$ cat src/shared/smc_pkg.sv
// constants shared by the standby mode controller and its time base counter
// assumes a 32-bit apb master and a resonator-derived pclk
package smc_pkg;

   // register byte offsets
   localparam logic [11:0] SMC_PSC_OFFSET = 12'h000; // power_save_ctrl_reg
   localparam logic [11:0] SMC_STAT_OFFSET = 12'h004; // standby status word

   // power_save_ctrl_reg field positions
   localparam int SMC_DIS_HI_BIT = 7; // sys_clock_out_pin_disable_hi
   localparam int SMC_DIS_LO_BIT = 6; // sys_clock_out_pin_disable_lo
   localparam int SMC_STAB_CLOCK_SELECT_BIT = 5; // stab_clock_select
   localparam int SMC_OSC_SOURCE_SELECT_BIT = 4; // osc_source_select
   localparam int SMC_IDLE_BIT = 2; // idle request
   localparam int SMC_STP_BIT = 1; // stop_request_bit

   // status word field positions
   localparam int SMC_ST_IDLE_BIT = 0; // in idle
   localparam int SMC_ST_STOP_BIT = 1; // in software stop
   localparam int SMC_ST_INACT_BIT = 2; // waiting for nmi inactive edge
   localparam int SMC_ST_STAB_BIT = 3; // stabilisation count running
   localparam int SMC_ST_RST_BIT = 4; // reset pin held low
   localparam int SMC_ST_STRAP_BIT = 5; // direct_clock_strap level

   // reset values and the sys_clock_out_pin inhibit code
   localparam logic [7:0] SMC_PSC_RESET = 8'h00;
   localparam logic [31:0] SMC_PRDATA_RESET = 32'h0000_0000;
   localparam logic [1:0] SMC_SYS_CLOCK_OUT_PIN_INHIBIT = 2'h3; // both disable bits set

   // time base counter: resonator cycles per tick is 2^(8 + select)
   localparam int SMC_TBC_DIV_LOG2 = 8;
   localparam int SMC_TBC_TICKS = 256; // ticks to terminal count

   // controller modes
   typedef enum logic [2:0] {
      SMC_RUN,
      SMC_IDLE,
      SMC_STOP,
      SMC_WAIT_INACT,
      SMC_STAB
   } smc_mode_t;

endpackage : smc_pkg

$ cat src/smc_ctrl.sv
// standby mode controller: idle, software stop, clock output inhibit
// assumes an apb master on pclk, pins arriving asynchronously, pad logic
// that applies the enables below to the clock gates and bus pads
//
// Behaviour
// - idle keeps oscillator, gates system clock
// - idle exit resumes at once, no wait
// - idle halts cpu, peripherals; contents retained
// - standby with ext_expansion floats buses, strobes high; dram runs
// - standby ignores hold/wait, floats ack, sys_clock_out_pin low
// - idle exits only on nmi or reset
// - idle in nmi service: exit, keep pending
// - reset pin release equals system reset
// - stop halts oscillator, pll, all clocks
// - stop exits on nmi/reset, resonator waits
// - stop in nmi service: exit, keep pending
// - both disable bits stop sys_clock_out_pin pin
// - flash programming never drives sys_clock_out_pin
// - nmi edge releases, count on inactive edge
// - after count restart clock, take nmi
// - reset low releases stop, run after rise
// - resonator mode counts before execution resumes
// - count clock is fxx/2^8 or fxx/2^9
// - idle bit enters idle, with stop bit stop
// - idle bit self-clears on release
// - disable field bits 7:6, 11 inhibits
// - external clock cuts feedback, skips count
//
// Chosen here: the APB interface to the registers and the register offsets.
`timescale 1ns/1ps
module smc_ctrl #(
   parameter int TBC_DIV_LOG2 = smc_pkg::SMC_TBC_DIV_LOG2,
   parameter int TBC_TICKS = smc_pkg::SMC_TBC_TICKS,
   parameter bit NMI_VALID_FALLING = 1'b1 // valid nmi edge polarity
) (
   input wire logic pclk,
   input wire logic presetn,
   input wire logic psel,
   input wire logic penable,
   input wire logic pwrite,
   input wire logic [11:0] paddr,
   input wire logic [31:0] pwdata,
   output logic [31:0] prdata,
   output logic pready,
   output logic pslverr,
   input wire logic nmi_pin,
   input wire logic reset_pin_n,
   input wire logic direct_clock_strap,
   input wire logic flash_prog_mode,
   input wire logic ext_expansion,
   input wire logic nmi_in_service,
   output logic sys_clock_en,
   output logic osc_enable,
   output logic pll_enable,
   output logic osc_feedback_cut,
   output logic bus_drive_en,
   output logic strobes_force_high,
   output logic dram_refresh_run,
   output logic bus_hold_ack_oe,
   output logic hold_wait_sample_en,
   output logic sys_clock_out_pin_run,
   output logic sys_clock_out_pin_oe,
   output logic nmi_wake_ack,
   output logic nmi_wake_pend,
   output logic sys_reset_req
);
   import smc_pkg::*;

   typedef struct packed {
      smc_mode_t mode; // standby mode
      logic [7:0] power_save_ctrl_reg; // power_save_ctrl_reg contents
      logic [31:0] prdata; // read data caught in setup phase
      logic pslverr; // unmapped address flag caught in setup phase
      logic [2:0] nmi_sync; // two synchroniser stages and an edge history
      logic [1:0] rst_sync; // reset pin synchroniser
      logic [1:0] strap_sync; // strap synchroniser
      logic [1:0] flash_sync; // flash mode synchroniser
      logic [1:0] exp_sync; // expansion mode synchroniser
      logic ack; // nmi acknowledged with the exit
      logic pend; // nmi held pending
      logic tbc_start; // start pulse to the counter
      logic in_nmi; // standby was entered from nmi service
   } smc_state_t;

   smc_state_t cur;
   smc_state_t next_cur;

   logic nmi_lvl; // synchronised nmi level
   logic nmi_prev; // one cycle older level
   logic nmi_valid_edge; // valid edge seen
   logic nmi_inactive; // pin back at inactive level
   logic rst_active; // reset pin held low
   logic strap; // synchronised strap
   logic apb_setup; // setup phase of a transfer
   logic apb_wr; // write taking effect
   logic psc_hit; // control register addressed
   logic stat_hit; // status register addressed
   logic [31:0] stat_word; // status read value
   logic standby; // idle, stop or stop release in progress
   logic tbc_busy; // counter running
   logic tbc_done; // counter finished
   logic skip_count; // stop release needs no stabilisation count
   logic [7:0] wr_byte; // write data for the control register

   // stage 2 and stage 3 are the only readers of the synchronised pins
   assign nmi_lvl = cur.nmi_sync[1];
   assign nmi_prev = cur.nmi_sync[2];
   assign nmi_valid_edge = NMI_VALID_FALLING ? (nmi_prev && !nmi_lvl) : (!nmi_prev && nmi_lvl);
   assign nmi_inactive = NMI_VALID_FALLING ? nmi_lvl : !nmi_lvl;
   assign rst_active = !cur.rst_sync[1];
   assign strap = cur.strap_sync[1];

   // apb decode
   assign apb_setup = psel && !penable;
   assign apb_wr = psel && penable && pwrite && !cur.pslverr;
   assign psc_hit = paddr == SMC_PSC_OFFSET;
   assign stat_hit = paddr == SMC_STAT_OFFSET;
   assign wr_byte = pwdata[7:0];

   // external clock or direct mode never counts stabilisation
   assign skip_count = cur.power_save_ctrl_reg[SMC_OSC_SOURCE_SELECT_BIT] || strap;

   // standby covers every mode but run
   assign standby = cur.mode != SMC_RUN;

   // status word, unused bits read as zero
   always_comb
   begin
      stat_word = 32'h0000_0000;
      stat_word[SMC_ST_IDLE_BIT] = cur.mode == SMC_IDLE;
      stat_word[SMC_ST_STOP_BIT] = cur.mode == SMC_STOP;
      stat_word[SMC_ST_INACT_BIT] = cur.mode == SMC_WAIT_INACT;
      stat_word[SMC_ST_STAB_BIT] = tbc_busy;
      stat_word[SMC_ST_RST_BIT] = rst_active;
      stat_word[SMC_ST_STRAP_BIT] = strap;
   end

   // stabilisation counter
   smc_tbc #(
      .DIV_LOG2(TBC_DIV_LOG2),
      .TICKS(TBC_TICKS)
   ) u_tbc (
      .clk(pclk),
      .rst_n(presetn),
      .start(cur.tbc_start),
      .sel(cur.power_save_ctrl_reg[SMC_STAB_CLOCK_SELECT_BIT]),
      .busy(tbc_busy),
      .done(tbc_done)
   );

   // next state: synchronisers, bus slave, mode sequencing
   always_comb
   begin
      next_cur = cur;
      next_cur.ack = 1'b0;
      next_cur.pend = 1'b0;
      next_cur.tbc_start = 1'b0;

      // two-flop synchronisers, third nmi stage only for edge history
      next_cur.nmi_sync = {cur.nmi_sync[1:0], nmi_pin};
      next_cur.rst_sync = {cur.rst_sync[0], reset_pin_n};
      next_cur.strap_sync = {cur.strap_sync[0], direct_clock_strap};
      next_cur.flash_sync = {cur.flash_sync[0], flash_prog_mode};
      next_cur.exp_sync = {cur.exp_sync[0], ext_expansion};

      // read data and error captured in setup so the access answers at once
      if (apb_setup)
      begin
         next_cur.pslverr = !(psc_hit || stat_hit);
         if (psc_hit)
            next_cur.prdata = {24'h00_0000, cur.power_save_ctrl_reg};
         else if (stat_hit)
            next_cur.prdata = stat_word;
         else
            next_cur.prdata = SMC_PRDATA_RESET;
      end

      // control register write, reserved bits 3 and 0 stay zero
      if (apb_wr && psc_hit && cur.mode == SMC_RUN)
      begin
         next_cur.power_save_ctrl_reg[SMC_DIS_HI_BIT] = wr_byte[SMC_DIS_HI_BIT];
         next_cur.power_save_ctrl_reg[SMC_DIS_LO_BIT] = wr_byte[SMC_DIS_LO_BIT];
         next_cur.power_save_ctrl_reg[SMC_STAB_CLOCK_SELECT_BIT] = wr_byte[SMC_STAB_CLOCK_SELECT_BIT];
         next_cur.power_save_ctrl_reg[SMC_OSC_SOURCE_SELECT_BIT] = wr_byte[SMC_OSC_SOURCE_SELECT_BIT];
         next_cur.power_save_ctrl_reg[SMC_IDLE_BIT] = wr_byte[SMC_IDLE_BIT];
         next_cur.power_save_ctrl_reg[SMC_STP_BIT] = wr_byte[SMC_STP_BIT];
         // stop bit alone does nothing; idle bit starts either mode
         if (wr_byte[SMC_IDLE_BIT])
         begin
            next_cur.in_nmi = nmi_in_service;
            if (wr_byte[SMC_STP_BIT])
               next_cur.mode = SMC_STOP;
            else
               next_cur.mode = SMC_IDLE;
         end
      end

      // mode sequencing; only the nmi pin or the reset pin wake the block
      case (cur.mode)
         SMC_RUN:
         begin
            // nothing to release
         end
         SMC_IDLE:
         begin
            if (nmi_valid_edge)
            begin
               // no stabilisation wait, clock resumes next cycle
               next_cur.mode = SMC_RUN;
               next_cur.power_save_ctrl_reg[SMC_IDLE_BIT] = 1'b0;
               next_cur.power_save_ctrl_reg[SMC_STP_BIT] = 1'b0;
               next_cur.ack = !cur.in_nmi;
               next_cur.pend = cur.in_nmi;
            end
         end
         SMC_STOP:
         begin
            // the edge releases stop; counting waits for the inactive edge
            if (nmi_valid_edge)
               next_cur.mode = SMC_WAIT_INACT;
         end
         SMC_WAIT_INACT:
         begin
            // relies on the source returning to inactive level
            if (nmi_inactive)
            begin
               if (skip_count)
               begin
                  next_cur.mode = SMC_RUN;
                  next_cur.power_save_ctrl_reg[SMC_IDLE_BIT] = 1'b0;
                  next_cur.power_save_ctrl_reg[SMC_STP_BIT] = 1'b0;
                  next_cur.ack = !cur.in_nmi;
                  next_cur.pend = cur.in_nmi;
               end
               else
               begin
                  next_cur.mode = SMC_STAB;
                  next_cur.tbc_start = 1'b1;
               end
            end
         end
         SMC_STAB:
         begin
            // execution held until the count ends
            if (tbc_done)
            begin
               next_cur.mode = SMC_RUN;
               next_cur.power_save_ctrl_reg[SMC_IDLE_BIT] = 1'b0;
               next_cur.power_save_ctrl_reg[SMC_STP_BIT] = 1'b0;
               next_cur.ack = !cur.in_nmi;
               next_cur.pend = cur.in_nmi;
            end
         end
         default:
         begin
            next_cur.mode = SMC_RUN;
         end
      endcase

      // reset pin: same as system reset, from any mode, over everything else
      if (rst_active)
      begin
         next_cur.mode = SMC_RUN;
         next_cur.power_save_ctrl_reg = SMC_PSC_RESET;
         next_cur.in_nmi = 1'b0;
         next_cur.ack = 1'b0;
         next_cur.pend = 1'b0;
         next_cur.tbc_start = 1'b0;
      end
   end

   // single state register; synchronisers reset to the pins' idle levels
   always_ff @(posedge pclk or negedge presetn)
   begin
      if (!presetn)
      begin
         cur <= '0;
         cur.mode <= SMC_RUN;
         cur.power_save_ctrl_reg <= SMC_PSC_RESET;
         cur.prdata <= SMC_PRDATA_RESET;
         cur.nmi_sync <= NMI_VALID_FALLING ? 3'h7 : 3'h0;
         cur.rst_sync <= 2'h3;
      end
      else
      begin
         cur <= next_cur;
      end
   end

   // apb answer: zero wait states, data already captured
   assign prdata = cur.prdata;
   assign pready = 1'b1;
   assign pslverr = psel && penable && cur.pslverr;

   // system clock gated in every standby mode and while reset is low;
   // gating the clock is what halts cpu and peripherals with contents held
   assign sys_clock_en = !standby && !rst_active;

   // oscillator and pll stop from stop entry until the nmi edge;
   // while reset is low they run so the level width covers stabilisation
   assign osc_enable = (cur.mode != SMC_STOP) || rst_active;
   assign pll_enable = (cur.mode != SMC_STOP) || rst_active;
   assign osc_feedback_cut = cur.mode == SMC_STOP && cur.power_save_ctrl_reg[SMC_OSC_SOURCE_SELECT_BIT];

   // external bus pins; strobes forced high in standby with expansion, refresh never stops
   assign bus_drive_en = !(standby && cur.exp_sync[1]);
   assign strobes_force_high = standby && cur.exp_sync[1];
   assign dram_refresh_run = 1'b1;

   // hold and wait ignored, acknowledge floated in standby
   assign bus_hold_ack_oe = !standby;
   assign hold_wait_sample_en = !standby;

   // sys_clock_out_pin held low in standby unless inhibited or in flash programming
   assign sys_clock_out_pin_run = !standby;
   assign sys_clock_out_pin_oe = !cur.flash_sync[1] &&
      ({cur.power_save_ctrl_reg[SMC_DIS_HI_BIT], cur.power_save_ctrl_reg[SMC_DIS_LO_BIT]} != SMC_SYS_CLOCK_OUT_PIN_INHIBIT);

   // nmi outcome pulses and reset request
   assign nmi_wake_ack = cur.ack;
   assign nmi_wake_pend = cur.pend;
   assign sys_reset_req = rst_active;

endmodule : smc_ctrl

$ cat src/smc_tbc.sv
// time base counter timing oscillator stabilisation after stop release
// assumes clk is the resonator clock and start is a one-cycle pulse
`timescale 1ns/1ps
module smc_tbc #(
   parameter int DIV_LOG2 = smc_pkg::SMC_TBC_DIV_LOG2,
   parameter int TICKS = smc_pkg::SMC_TBC_TICKS
) (
   input wire logic clk,
   input wire logic rst_n,
   input wire logic start,
   input wire logic sel,
   output logic busy,
   output logic done
);
   import smc_pkg::*;

   localparam int PW = DIV_LOG2 + 2; // prescaler width, covers 2^(div+1)
   localparam int TW = $clog2(TICKS) + 1; // tick counter width
   localparam logic [TW-1:0] TICK_LAST = TW'(TICKS - 1);

   typedef struct packed {
      logic busy; // counting in progress
      logic done; // terminal count pulse
      logic sel; // select caught at start
      logic [PW-1:0] pre; // resonator cycle prescaler
      logic [TW-1:0] ticks; // divided clock ticks
   } smc_tbc_t;

   smc_tbc_t cur;
   smc_tbc_t next_cur;
   logic [PW-1:0] pre_last; // last prescaler value for the chosen ratio

   // prescaler wraps at 2^8 or 2^9 resonator cycles
   always_comb
   begin
      pre_last = cur.sel ? PW'((1 << (DIV_LOG2 + 1)) - 1) : PW'((1 << DIV_LOG2) - 1);
      next_cur = cur;
      next_cur.done = 1'b0;
      if (start)
      begin
         // restart from zero, select sampled once so a later write cannot skew it
         next_cur.busy = 1'b1;
         next_cur.sel = sel;
         next_cur.pre = '0;
         next_cur.ticks = '0;
      end
      else if (cur.busy)
      begin
         if (cur.pre == pre_last)
         begin
            next_cur.pre = '0;
            if (cur.ticks == TICK_LAST)
            begin
               // terminal count: about 2^16 or 2^17 resonator cycles
               next_cur.busy = 1'b0;
               next_cur.done = 1'b1;
            end
            else
            begin
               next_cur.ticks = cur.ticks + TW'(1);
            end
         end
         else
         begin
            next_cur.pre = cur.pre + PW'(1);
         end
      end
   end

   // state register
   always_ff @(posedge clk or negedge rst_n)
   begin
      if (!rst_n)
         cur <= '0;
      else
         cur <= next_cur;
   end

   assign busy = cur.busy;
   assign done = cur.done;

endmodule : smc_tbc

$ cat config.mk
export PLATFORM = sky130hd
export DESIGN_NAME = smc_ctrl
export DESIGN_NICKNAME = d
export VERILOG_FILES = /design/src/shared/smc_pkg.sv /design/src/smc_ctrl.sv /design/src/smc_tbc.sv
export SDC_FILE = /design/constraint.sdc
export NUM_CORES = 1
export LEC_CHECK = 0
export BUFFER_PORTS_ARGS = -buffer_cell sky130_fd_sc_hd__buf_2
export CAP_MARGIN = 40
export CORE_UTILIZATION = 49
export CTS_CLUSTER_DIAMETER = 80
export DETAILED_ROUTE_END_ITERATION = 6
export PLACE_DENSITY = 0.77
export SYNTH_ARGS = -nofsm -noshare
export SYNTH_HDL_FRONTEND = slang
export SYNTH_SLANG_ARGS = --single-unit
$ cat constraint.sdc
create_clock -name pclk -period 2.5 [get_ports pclk]
set_input_delay 0.375 -clock pclk [delete_from_list [all_inputs] [get_ports pclk]]
set_output_delay 0.375 -clock pclk [all_outputs]
set_load 0.005 [all_outputs]
==> results.yml <==
run_status:
  status: "finished clean"
timing:
  worst_slack_ns: 0.1879
  finalHoldViolCount: 0
  slew_headroom_pct: 57.14
  drv_slew: 0
  worst_slew_pin_slew_ns: 0.6414
  max_freq_mhz: 432.5
  finalClockSkew_ns: 0.009400
  setup_violations: 0
  holdWs_ns: 0.1466
  rsz0062_at_grt: "no"
  period_needed_ns: 2.312
  fin_tns_setup_ns: 0
  finalCritPeriodShare_pct: 92.48
clock_network:
  clk_pin_slew_worst_paths_ns: 0.10
  numCtsBuffers: 5
  cts_hold_repair.buffers: 1
  root_buffer: "clkbuf_8"
  clockBufferDepth: 2
  post_cts_buffers: 0
  cts_tree: "done"
  htree_num_levels: 2
  clock_latency_ns: 0.31
  cts_resized: 0
  cts_sinks: 55
route:
  ant_nets: 0
  num_vias: 2129
  wl_per_cell_um: 13.48
  viasPerCell: 5.336
  drc: 0
  drt_iter0_drc: 126
  dr.pass1.iters: 4
  drt-total-wl_mm: 5.379
synthesis:
  synth_area_per_cell_um2: 9.869
  ys_seq_area_share_pct: 49.33
  synthArstFlopShare_pct: 100.0
  synth_area_leaders: "dfrtp_1 (45%), buf_4 (9.9%), dfstp_2 (4.7%)"
  netlist_area_mm2: 0.002803
  ys_ff_latch: 55
  yosysMostFrequentCell: "dfrtp_1"
  synthesis.instances: 284
  synth_xor_area_share_pct: 3.125
  synth-edff-count: 0
  ys_warn_count: 0
  synth_top_cell_by_area: "dfrtp_1"
  synth_top_area_share_pct: 44.64
  synth_simple_gate_area_share_pct: 18.35
  synth_fa_ha_area_share_pct: 1.339
  synthTopCellsByCount: "dfrtp_1 (50), buf_4 (37), nor2_1 (20)"
  synth.mux.area_fraction_pct: 1.161
  synth_flop_cell: "dfrtp_1"
  synth_top_family_by_area: "simple AND/OR/NAND/NOR gates"
  synth_compound_area_share_pct: 13.57
  synthDistinctLibCells: 47
grt:
  grt_pass1_wl_mm: 8.949
  grt_usage_pct: 19.12
  grt_pass1_vias: 1895
  grt_max_degree: 21
  antenna_found_initial: 0
  grt_overflow_total: 0
worst_setup_path:
  worstPathMaxFanout: 16
  cp_cell_sequence: "ha_1, nand3_1, nor2_1, ha_1, nor3b_1, a41oi_1, buf_4, or4_1, a21oi_1"
  max_stage_delay_ns: 0.48
  setup.worst_path.start_class: "register"
  cp-end-kind: "register"
  reg2reg_depth: 9
  cpMostUsedCell: "ha_1"
  worstPathArrival_ns: 2.55
  worstSetupPathType: "reg2reg"
  slowest_stage: "or4_1"
  worst_ep_required_time_ns: 2.74
finish:
  utilization_pct: 56.53
  nFillCells: 479
  num_antenna_cells: 0
  syn_to_final_growth_pct: 11.07
  drive_gt1_share_pct: 22.63
  fin_nets: 384
  stdcell_area_mm2: 0.003113
  fin_cells: 399
placed_design:
  place_ws_ns: 0.2133
  place_inst: 390
  dp_hpwl_mm: 3.909
  gp_congestion: 0.8719
  numPortBuffers: 50
  placed_area_mm2: 0.002967
floorplan:
  fp.dieH_um: 77.63
  io_pins: 103
  start_util_pct: 50.90
  fp.dieArea_mm2: 0.006026
  core_area_mm2: 0.005507
  num_rows: 27
  die_x_um: 77.63
pwr:
  power.total_mw: 1.674
  cellPowerDensity_mw_per_mm2: 537.6
  ir_drop_v: 0.0002701
  p_leak_nw: 1.454
worst_hold_path:
  hold_class: "in2reg"
  min_path_cells: 1
flow_run:
  maxCapViolCount: 0
==> flip-flops by register name, indices dropped and copies added, names as in the netlist <==
name           flops
cur               23
nmi_wake_pend      1
u_tbc.busy         1
u_tbc.done         1
prdata             8
nmi_wake_ack       1
u_tbc.cur         20
==> area by class of cell <==
class | count | area [um2] | share of cell area [%]
flip-flops and latches | 55 | 1383 | 44.41
multi-input cells | 194 | 1150 | 36.94
well taps | 72 | 90.09 | 2.894
repair buffers | 57 | 305.3 | 9.807
clock inverters | 3 | 67.56 | 2.170
clock buffers | 5 | 68.82 | 2.211
inverters | 13 | 48.80 | 1.568
==> worst paths after layout <==
path / startpoint / end / slack, ns
setup / recovery: u_tbc.cur[0] / u_tbc.cur[7] / 0.19
max in group asynchronous: presetn / cur[12] / 1.33
setup reg to reg: u_tbc.cur[0] / u_tbc.cur[7] / 0.19
hold / removal: reset_pin_n / cur[10] / 0.15
min in group asynchronous: presetn / u_tbc.cur[15] / 0.51
hold reg to reg: cur[8] / cur[9] / 0.36
==> critical path: cells and delay by family, from the launching register on <==
family	cells	cell delay [ns]
buf+inv	1	0.20
simple gates	4	0.87
compound gates	2	0.30
flops	1	0.42
fa+ha+maj	2	0.45
==> cells by family (layout without fill, tap and decap cells) <==
group | after synthesis | in the layout
compound gates | 59 | 59
xor+xnor | 10 | 10
fa+ha+maj | 3 | 3
buf+inv | 59 | 78
flops | 55 | 55
mux | 3 | 3
other cells | 2 | 26
simple gates | 93 | 93
==> placed cells by master, fill, tap and decap left out, types with 2 or more instances in the layout <==
cell type / instances
nor3_1: 5
dfrtp_1: 50
dfstp_2: 5
a21oi_1: 19
mux2_2: 2
o2111ai_1: 2
buf_2: 50
and2_1: 2
a32o_1: 2
buf_4: 6
o31ai_1: 6
bufinv_16: 2
and3_1: 5
xor2_1: 5
nor2_1: 20
nand4b_1: 2
nand3b_1: 2
nand2_1: 10
a22o_1: 4
nor4_1: 4
or4_1: 3
or3_1: 5
a31oi_1: 3
nand4_1: 4
a41oi_1: 2
nor3b_1: 4
conb_1: 26
clkbuf_8: 5
o21ai_0: 14
nand3_1: 16
inv_1: 12
nand2b_1: 4
ha_1: 3
nor2b_1: 3
xnor2_1: 5
==> layer usage <==
layer	global-route usage, %	vias to the layer above	part of all wire, %
met3	4.000	7	4.6
met5	0	-	0
met2	30.44	65	48
met1	25.02	1029	46
met4	8.679	0	1.5
li1	-	1028	-
==> report_power, final <==
part	internal, mW	leakage [nW]	switching, mW
Combinational	0.0264	0.658	0.0489
Clock	0.399	0.0644	0.291
Sequential	0.901	0.732	0.00628
(Power assumes the default switching activity.)
